[config.mk]
export PLATFORM = sky130hd
export DESIGN_NAME = hwwdt_top
export DESIGN_NICKNAME = d
export VERILOG_FILES = /design/src/design/hwwdt_pkg.sv /design/src/design/hwwdt_top.sv
export SDC_FILE = /design/constraint.sdc
export NUM_CORES = 1
export LEC_CHECK = 0
export BUFFER_PORTS_ARGS = -buffer_cell sky130_fd_sc_hd__buf_2
export CORE_MARGIN = 2
export CORE_UTILIZATION = 53
export DETAILED_ROUTE_END_ITERATION = 8
export PLACE_DENSITY_LB_ADDON = 0.3
export SLEW_MARGIN = 40
export SYNTH_ARGS = -nofsm -noshare
export SYNTH_HDL_FRONTEND = slang
export SYNTH_SLANG_ARGS = --single-unit
export TNS_END_PERCENT = 50
[constraint.sdc]
create_clock -name clock -period 1.8 [get_ports clock]
set_input_delay 0.36 -clock clock [delete_from_list [all_inputs] [get_ports clock]]
set_output_delay 0.36 -clock clock [all_outputs]
set_load 0.05 [all_outputs]
[src/design/hwwdt_pkg.sv]
// Purpose: constants and carrier types for the hardware watchdog
// Assumes: 32-bit apb, registers at word-aligned byte addresses
// Notes:   offsets 0xA6/0xA7 are indices; byte address is index * 4
package hwwdt_pkg;
  // ==========================================================
  // register map
  localparam logic [7:0]  IDX_SERVICE_KEY    = 8'hA6;
  localparam logic [7:0]  IDX_TIMEOUT_SELECT = 8'hA7;
  localparam logic [11:0] ADDR_SERVICE_KEY   = {2'h0, IDX_SERVICE_KEY, 2'h0};
  localparam logic [11:0] ADDR_TIMEOUT_SELECT = {2'h0, IDX_TIMEOUT_SELECT, 2'h0};
  localparam logic [11:0] ADDR_STATUS        = 12'h2A0;
  // ==========================================================
  // key bytes and fields
  localparam logic [7:0]  KEY_FIRST          = 8'h1E;
  localparam logic [7:0]  KEY_SECOND         = 8'hE1;
  localparam logic [2:0]  SELECT_RESET       = 3'h0;
  localparam int          SELECT_WIDTH       = 3;
  localparam int          COUNT_WIDTH        = 14;
  localparam logic [13:0] COUNT_TERMINAL     = 14'h3FFF;
  localparam int          PRESCALE_WIDTH     = 7;
  // ==========================================================
  // timing
  localparam int          OSC_PER_MACHINE    = 12;
  localparam int          PULSE_OSC_PERIODS  = 96;
  localparam int          CLOCK_NS           = 10;
  localparam int          PULSE_NS           = PULSE_OSC_PERIODS * CLOCK_NS;
  localparam int          PULSE_CYCLES       = PULSE_NS / CLOCK_NS;

  typedef struct packed {
    logic        armed;
    logic        key_half;
    logic [13:0] count;
  } hwwdt_state_t;
endpackage : hwwdt_pkg

[src/design/hwwdt_top.sv]
// Purpose: hardware watchdog with apb slave and reset pulse output
// Assumes: clock is the oscillator; osc_run low models a stopped oscillator
// Notes:   outputs are registered; status register read-only
//
// Local design decision: register access over APB.
`timescale 1ns/10ps
module hwwdt_top #(
  parameter int PRESCALE_W = hwwdt_pkg::PRESCALE_WIDTH
) (
  input  wire logic        clock,
  input  wire logic        nrst,
  input  wire logic        osc_run,
  input  wire logic        psel,
  input  wire logic        penable,
  input  wire logic        pwrite,
  input  wire logic [11:0] paddr,
  input  wire logic [31:0] pwdata,
  output logic             pready,
  output logic             pslverr,
  output logic [31:0]      prdata,
  output logic             reset_pulse
);
  // ==========================================================
  // reset release synchroniser
  logic rst_meta, rst_n;
  always_ff @(posedge clock or negedge nrst) begin
    if (!nrst) begin
      rst_meta <= 1'b0;
      rst_n    <= 1'b0;
    end else begin
      rst_meta <= 1'b1;
      rst_n    <= rst_meta;
    end
  end

  // osc_run synchroniser
  logic run_meta, run_sync;
  always_ff @(posedge clock or negedge rst_n) begin
    if (!rst_n) begin
      run_meta <= 1'b0;
      run_sync <= 1'b0;
    end else begin
      run_meta <= osc_run;
      run_sync <= run_meta;
    end
  end

  // ==========================================================
  // apb decode
  logic access, wr, rd;
  // one take per transfer: the wait-state edge must not apply a write twice
  assign access = psel && penable && !pready;
  assign wr     = access && pwrite;
  assign rd     = access && !pwrite;
  logic wr_key, wr_sel;
  assign wr_key = wr && (paddr == hwwdt_pkg::ADDR_SERVICE_KEY);
  assign wr_sel = wr && (paddr == hwwdt_pkg::ADDR_TIMEOUT_SELECT);
  logic mapped;
  assign mapped = (paddr == hwwdt_pkg::ADDR_SERVICE_KEY)
               || (paddr == hwwdt_pkg::ADDR_TIMEOUT_SELECT)
               || (paddr == hwwdt_pkg::ADDR_STATUS);

  // ==========================================================
  // watchdog state
  hwwdt_pkg::hwwdt_state_t st, next_st;
  logic [2:0]              sel, next_sel;
  logic [3:0]              osc_div, next_osc_div;
  logic [PRESCALE_W-1:0]   pre, next_pre;
  logic [7:0]              pulse_cnt, next_pulse_cnt;
  logic                    next_reset_pulse;
  logic                    tick, pre_done, overflow, key_ok;
  logic [PRESCALE_W-1:0]   pre_limit;

  // machine cycle and prescale terminal
  always_comb begin
    tick      = run_sync && (osc_div == 4'(hwwdt_pkg::OSC_PER_MACHINE - 1));
    pre_limit = PRESCALE_W'((1 << sel) - 1);
    pre_done  = tick && (pre >= pre_limit);
    overflow  = st.armed && pre_done && (st.count == hwwdt_pkg::COUNT_TERMINAL);
    key_ok    = wr_key && st.key_half && (pwdata[7:0] == hwwdt_pkg::KEY_SECOND);
  end

  // next state
  always_comb begin
    next_st          = st;
    next_sel         = sel;
    next_osc_div     = osc_div;
    next_pre         = pre;
    next_pulse_cnt   = pulse_cnt;
    next_reset_pulse = reset_pulse;
    if (run_sync) begin
      next_osc_div = tick ? 4'h0 : osc_div + 4'h1;
    end
    if (wr_sel) begin
      next_sel = pwdata[2:0];
    end
    // key sequence tracker
    if (wr_key) begin
      next_st.key_half = (pwdata[7:0] == hwwdt_pkg::KEY_FIRST);
    end
    if (st.armed && tick) begin
      next_pre = pre_done ? '0 : pre + 1'b1;
      if (pre_done) begin
        next_st.count = st.count + 14'h0001;
      end
    end
    if (key_ok) begin
      next_st.armed = 1'b1;
      next_st.count = '0;
      next_pre      = '0;
    end
    if (pulse_cnt != 8'h00) begin
      next_pulse_cnt = pulse_cnt - 8'h01;
      if (pulse_cnt == 8'h01) begin
        next_reset_pulse = 1'b0;
      end
    end
    if (overflow) begin
      next_st          = '0;
      next_sel         = hwwdt_pkg::SELECT_RESET;
      next_pre         = '0;
      next_pulse_cnt   = 8'(hwwdt_pkg::PULSE_CYCLES);
      next_reset_pulse = 1'b1;
    end
  end

  // state registers
  always_ff @(posedge clock or negedge rst_n) begin
    if (!rst_n) begin
      st          <= '0;
      sel         <= hwwdt_pkg::SELECT_RESET;
      osc_div     <= 4'h0;
      pre         <= '0;
      pulse_cnt   <= 8'h00;
      reset_pulse <= 1'b0;
    end else begin
      st          <= next_st;
      sel         <= next_sel;
      osc_div     <= next_osc_div;
      pre         <= next_pre;
      pulse_cnt   <= next_pulse_cnt;
      reset_pulse <= next_reset_pulse;
    end
  end

  // ==========================================================
  // apb answer
  logic        next_pready, next_pslverr;
  logic [31:0] next_prdata;
  always_comb begin
    next_pready  = access && !pready;
    next_pslverr = access && !pready && !mapped;
    next_prdata  = 32'h0000_0000;
    if (rd && !pready) begin
      case (paddr)
        hwwdt_pkg::ADDR_TIMEOUT_SELECT: next_prdata = {29'h0, sel};
        hwwdt_pkg::ADDR_STATUS:         next_prdata = {30'h0, reset_pulse, st.armed};
        default:                        next_prdata = 32'h0000_0000;
      endcase
    end
  end

  always_ff @(posedge clock or negedge rst_n) begin
    if (!rst_n) begin
      pready  <= 1'b0;
      pslverr <= 1'b0;
      prdata  <= 32'h0000_0000;
    end else begin
      pready  <= next_pready;
      pslverr <= next_pslverr;
      prdata  <= next_prdata;
    end
  end
endmodule : hwwdt_top

# Word level (Yosys, flattened, before mapping)
# Index checks and enable logic that the tools add are counted.
totals:
  register_bits: 77
  out_inout_bits: 35
  wordCells: 81
op_classes:
  add_sub_neg: 5
  n_lt_le_gt_ge: 1
  eq_ne: 8
  n_shift: 1
  mux: 20
  n_reduce_logical: 31
ops:
  columns: ["op", "n"]
  rows:
  - ["$mux 14", 3]
  - ["$eq 12x10->1 const B", 3]
  - ["$mux 32", 1]
  - ["$mux 7", 4]
  - ["$logic_and 1x1->1", 16]
  - ["$mux 16", 1]
  - ["$mux 8", 2]
  - ["$add 14x1->14 const B", 1]
  - ["$eq 14x14->1 const B", 1]
  - ["$reduce_bool 2->1", 5]
  - ["$eq 8x1->1 const B", 1]
  - ["$eq 8x5->1 const B", 1]
  - ["$eq 8x8->1 const B", 1]
  - ["$reduce_bool 8->1", 1]
  - ["$sub 8x1->8 const B", 1]
  - ["$add 7x1->7 const B", 1]
  - ["$ge 7x7->1", 1]
  - ["$shl 1x3->7 const A", 1]
  - ["$sub 7x2->7 const B", 1]
  - ["$mux 3", 2]
  - ["$pmux 3 s2", 1]
  - ["$reduce_bool 3->1", 2]
  - ["$mux 1", 5]
  - ["$add 4x1->4 const B", 1]
  - ["5 further kinds", 9]

# Logic depth before layout (Yosys ltp)
depth:
  word_depth: 8
  mapped_depth: 15

# Least setup slack after synthesis
# OpenSTA, ideal clock, no wires.
synth_timing:
  kind: "register to register"
  start: "register sel[2]"
  end: "register st[7] (netlist bit)"
  arrival_ns: 3.116
  required_ns: 1.696
  setup_slack_ns: -1.419
  path_stages_with_launch: 14
  path_buffers: 3
  synth_period_minus_slack_ns: 3.219
  cell_sequence: "dfrtp_1 clkbuf_1 or3_1 ha_1 nor3_1 a21oi_1 o21a_1 ha_1 nand3_1 o31a_1 buf_4 or3_1 buf_2 o41ai_2"
synth_via:
  elab_chain_len: 8
  elab_cells_between_ends: 10
synth_rtl:
  columns: ["item", "line", "rtl"]
  rows:
  - ["from (decl)", "hwwdt_top.sv:66", "logic [2:0] sel, next_sel;"]
  - ["from (signal assigned)", "hwwdt_top.sv:131", "sel <= hwwdt_pkg::SELECT_RESET;"]
  - ["from (signal assigned)", "hwwdt_top.sv:138", "sel <= next_sel;"]
  - ["$shl 1x3->7 *", "hwwdt_top.sv:77", "pre_limit = PRESCALE_W'((1 << sel) - 1);"]
  - ["$sub 7x2->7 *", "hwwdt_top.sv:77", null]
  - ["$ge 7x7->1 *", "hwwdt_top.sv:78", "pre_done = tick && (pre >= pre_limit);"]
  - ["$logic_and 1x1->1 *", "hwwdt_top.sv:78", null]
  - ["$logic_and 1x1->1 (2 in series)", "hwwdt_top.sv:79", "overflow = st.armed && pre_done && (st.count == hwwdt_pkg::COUNT_TERMINAL);"]
  - ["$reduce_bool 3->1 (no line)", null, null]
  - ["$reduce_and 2->1 (no line)", null, null]
  - ["to (signal assigned)", "hwwdt_top.sv:137", "st <= next_st;"]
  - ["to (decl)", "hwwdt_top.sv:65", "hwwdt_pkg::hwwdt_state_t st, next_st;"]
# Mark *: on every way between the ends. The rest lies on a longest branch, timed or not.
# A chain may end at the register's enable or synchronous reset.

# Final worst setup path
layout_timing:
  start: "register sel[1]"
  end: "register st[11] (netlist bit)"
# The elaborated chain is that of the path after synthesis.

==> results.json <==
{
  "hold_start": "osc_run",
  "synth_ff_type": "dfrtp_1",
  "slew_viol_final": 0,
  "finalPower_uw": 3050,
  "r2r-end": "st[11]",
  "worst-path-max-fanout": 6,
  "synthToLayoutAreaGrowth_pct": 25.65,
  "reg2reg_depth": 10,
  "startpoint_type": "flop",
  "cp.arrival_ps": 3060,
  "outcome": "finished, violations left",
  "r2r-start": "sel[1]",
  "grt_antenna_before_repair": 0,
  "grtUsageTotal_pct": 23.12,
  "dr.pass1.iters": 4,
  "drc": 0,
  "final_cell_mix": "buf_4 (60), dfrtp_1 (47), buf_2 (31)",
  "ys_ff_latch": 48,
  "path_class": "flop to flop",
  "hold_class": "input pin to flop",
  "die-area_mm2": 0.006677,
  "rrSetupSlack_ps": -1040,
  "setup_viol": 35,
  "avgSynthCellArea_um2": 9.909,
  "grt_max_degree": 29,
  "cp.required_ps": 2020,
  "rsz0062_at_grt": "true",
  "p_int_uw": 1984,
  "die_w_um": 81.71,
  "period_share_pct": 158.0,
  "vias": 2779,
  "p_seq_share_pct": 41.4,
  "mostFrequentLayoutCell": "buf_4",
  "dpl_cell_area_mm2": 0.003777,
  "max_cap_violations": 0,
  "io_pins": 85,
  "synth_top_area_share_pct": 37.53,
  "cp_common_cell": "or3_4",
  "p_switching_uw": 1065,
  "layout-drive-gt1-share_pct": 35.44,
  "peakVddDrop_uv": 475.6,
  "hold_end": "run_meta",
  "critical-path-top-delay-family": "simple AND/OR/NAND/NOR gates",
  "detail_route.iter0.violations": 138,
  "yosysUniqueCellTypes": 65,
  "cellPowerDensity_mw_per_mm2": 758.3,
  "place_hpwl_um": 5285,
  "finalNetCount": 474,
  "gp_congestion": 0.8715,
  "fmax_ghz": 0.3515,
  "core_area_mm2": 0.005886,
  "crit_buf_inv": 0,
  "path_clk_slew_ps": 100,
  "syn_area_mm2": 0.003201,
  "finalWorstSetupSlack_ps": -1045,
  "cts_root_buffer": "clkbuf_8",
  "routed_wire_length_per_instance_um": 14.94,
  "tritoncts": "yes",
  "synthCells": 323,
  "yosysTopAreaCell": "dfrtp_1",
  "cts.sinks": 48,
  "sw_frac_of_total_pct": 34.93,
  "finalHoldViolCount": 0,
  "routed_wl_um": 7276,
  "die_y_um": 81.71,
  "design_area_mm2": 0.004021,
  "port-buffer-count": 31,
  "antenna_cells": 0,
  "relSlewSlack_pct": 59.14,
  "comb_power_share_pct": 31.5,
  "p_leak_uw": 0.001819,
  "cts_inserted_buffers": 5,
  "fill_cells": 476,
  "crit_slowest_cell": "or3_4",
  "worst_pin_slew_ps": 604.4,
  "worstPathCellList": "or3_4 -> ha_4 -> nor3_2 -> a21oi_1 -> o21a_1 -> ha_1 -> nand3_2 -> o31a_1 -> or3_4 -> o41ai_2",
  "clock_path_buffers": 2,
  "synth_warnings": 0,
  "antenna_left": 0,
  "synthTopCellsByArea": "dfrtp_1 (38%), buf_4 (7.3%), ha_1 (5.1%), nand3_1 (2.7%), nand2_1 (2.1%)",
  "fin_skew_ps": 7.877,
  "end_kind": "flop",
  "synth_seq_area_share_pct": 37.53,
  "ys_async_sr_fraction_pct": 100.0,
  "num_rows": 28,
  "via_per_inst": 5.706,
  "clk_latency_ps": 310,
  "place_inst": 476,
  "instances_no_fill": 487,
  "grt_pass1_wl_um": 11870,
  "slowest_delay_ps": 460,
  "power.share.clock_pct": 27.1,
  "hold_depth": 1,
  "initial_core_util_pct": 54.38,
  "grt_overflow": 0,
  "synth-edff-count": 0,
  "grt_pass1_vias": 2618,
  "layout_min_cycle_time_ps": 2845,
  "cts_max_level": 2,
  "violations": "setup timing"
}
metal layers:
| metal | GRT usage (%) | part of all wire (%) |
|---|---|---|
| met1 | 30.32 | 43 |
| met5 | 0 | 0 |
| met2 | 39.18 | 52 |
| met4 | 6.833 | 1.1 |
| met3 | 4.176 | 4.3 |
logic make-up after synthesis:
group                    share of synthesized area (%)
flip-flops                                       37.53
buffers and inverters                            10.16
AND/OR/NAND/NOR                                  25.18
XOR/XNOR                                         1.368
multiplexers                                     2.267
adder cells (fa/ha/maj)                          5.082
AO/OA/AOI/OAI                                    18.18
other                                           0.2346
flip-flops by register name, indices dropped and copies added, names as in the netlist:
register	cells
rst_meta	1
pulse_cnt	8
pready	1
prdata	3
st	16
sel	3
run_sync	1
reset_pulse	1
osc_div	4
pre	7
run_meta	1
rst_n	1
pslverr	1
power groups by stage:
stage          logic [µW]  registers, µW  clock network (µW)
2_1_floorplan         593           1310                   0
5_1_grt              1040           1280                 884
4_1_cts               897           1260                 834
3_3_place_gp          825           1270                   0
6_report              961           1260                 825
3_5_place_dp          850           1280                   0
cell usage after synthesis (6+ instances only):
| master | number |
|---|---|
| buf_4 | 31 |
| inv_1 | 9 |
| nor3_1 | 7 |
| nand2b_1 | 7 |
| clkbuf_1 | 6 |
| ha_1 | 13 |
| a21oi_1 | 10 |
| and3_1 | 9 |
| nand3_1 | 17 |
| nor2_1 | 18 |
| o31ai_1 | 6 |
| nand2_1 | 18 |
| dfrtp_1 | 48 |
worst max-delay path by stage:
stage,startpoint,to,slack (ps),cells after the start
after floorplan,sel[1],st[3],-1160,13
after global placement,sel[1],st[11],-1020,10
after detailed placement,sel[1],st[3],-1090,10
after CTS,sel[1],st[13],-1040,11
after global routing,sel[1],st[11],-1170,10
final,sel[1],st[11],-1040,10
cell type report:
cell class	instances	area, µm²	share of cell area (%)
multi-input combinational	251	1893	47.08
sequential	48	1202	29.90
timing repair buffer	96	681.9	16.96
tap	75	93.84	2.334
clock buffer	5	68.82	1.711
clock inverter	3	47.55	1.182
inverter	9	33.78	0.8401
through the flow:
| stage | setup TNS (ps) | worst slack, ps | utilization [%] | hold slack [ps] |
|---|---|---|---|---|
| global placement | -30960 | -1020 | 64.18 | 145.7 |
| detailed placement | -33760 | -1094 | 64.18 | 146.2 |
| finish | -31750 | -1045 | 68.32 | 149.4 |
| CTS | -31760 | -1037 | 67.13 | 144.6 |
| floorplan | -33770 | -1160 | - | 64.41 |
| global route | -36460 | -1173 | 68.32 | 134.5 |
timing repair:
| action | 4_1_cts | 5_1_grt |
|---|---|---|
| pin swaps | 4 | 4 |
| endpoints found under the hold margin | 2 | 0 |
| setup endpoints to repair | 35 | 35 |
| hold buffers | 1 | 0 |
| resized for setup | 10 | 11 |
| buffers inserted | 1 | 2 |
worst register-to-register path, cell delays in order, from the launching register on:
cell and delay [ps]:
dfrtp_1 390, or3_4 420, ha_4 190, nor3_2 150
a21oi_1 50, o21a_1 170, ha_1 290, nand3_2 60
o31a_1 290, or3_4 460, o41ai_2 280
Power figures use the tool's default switching activity.
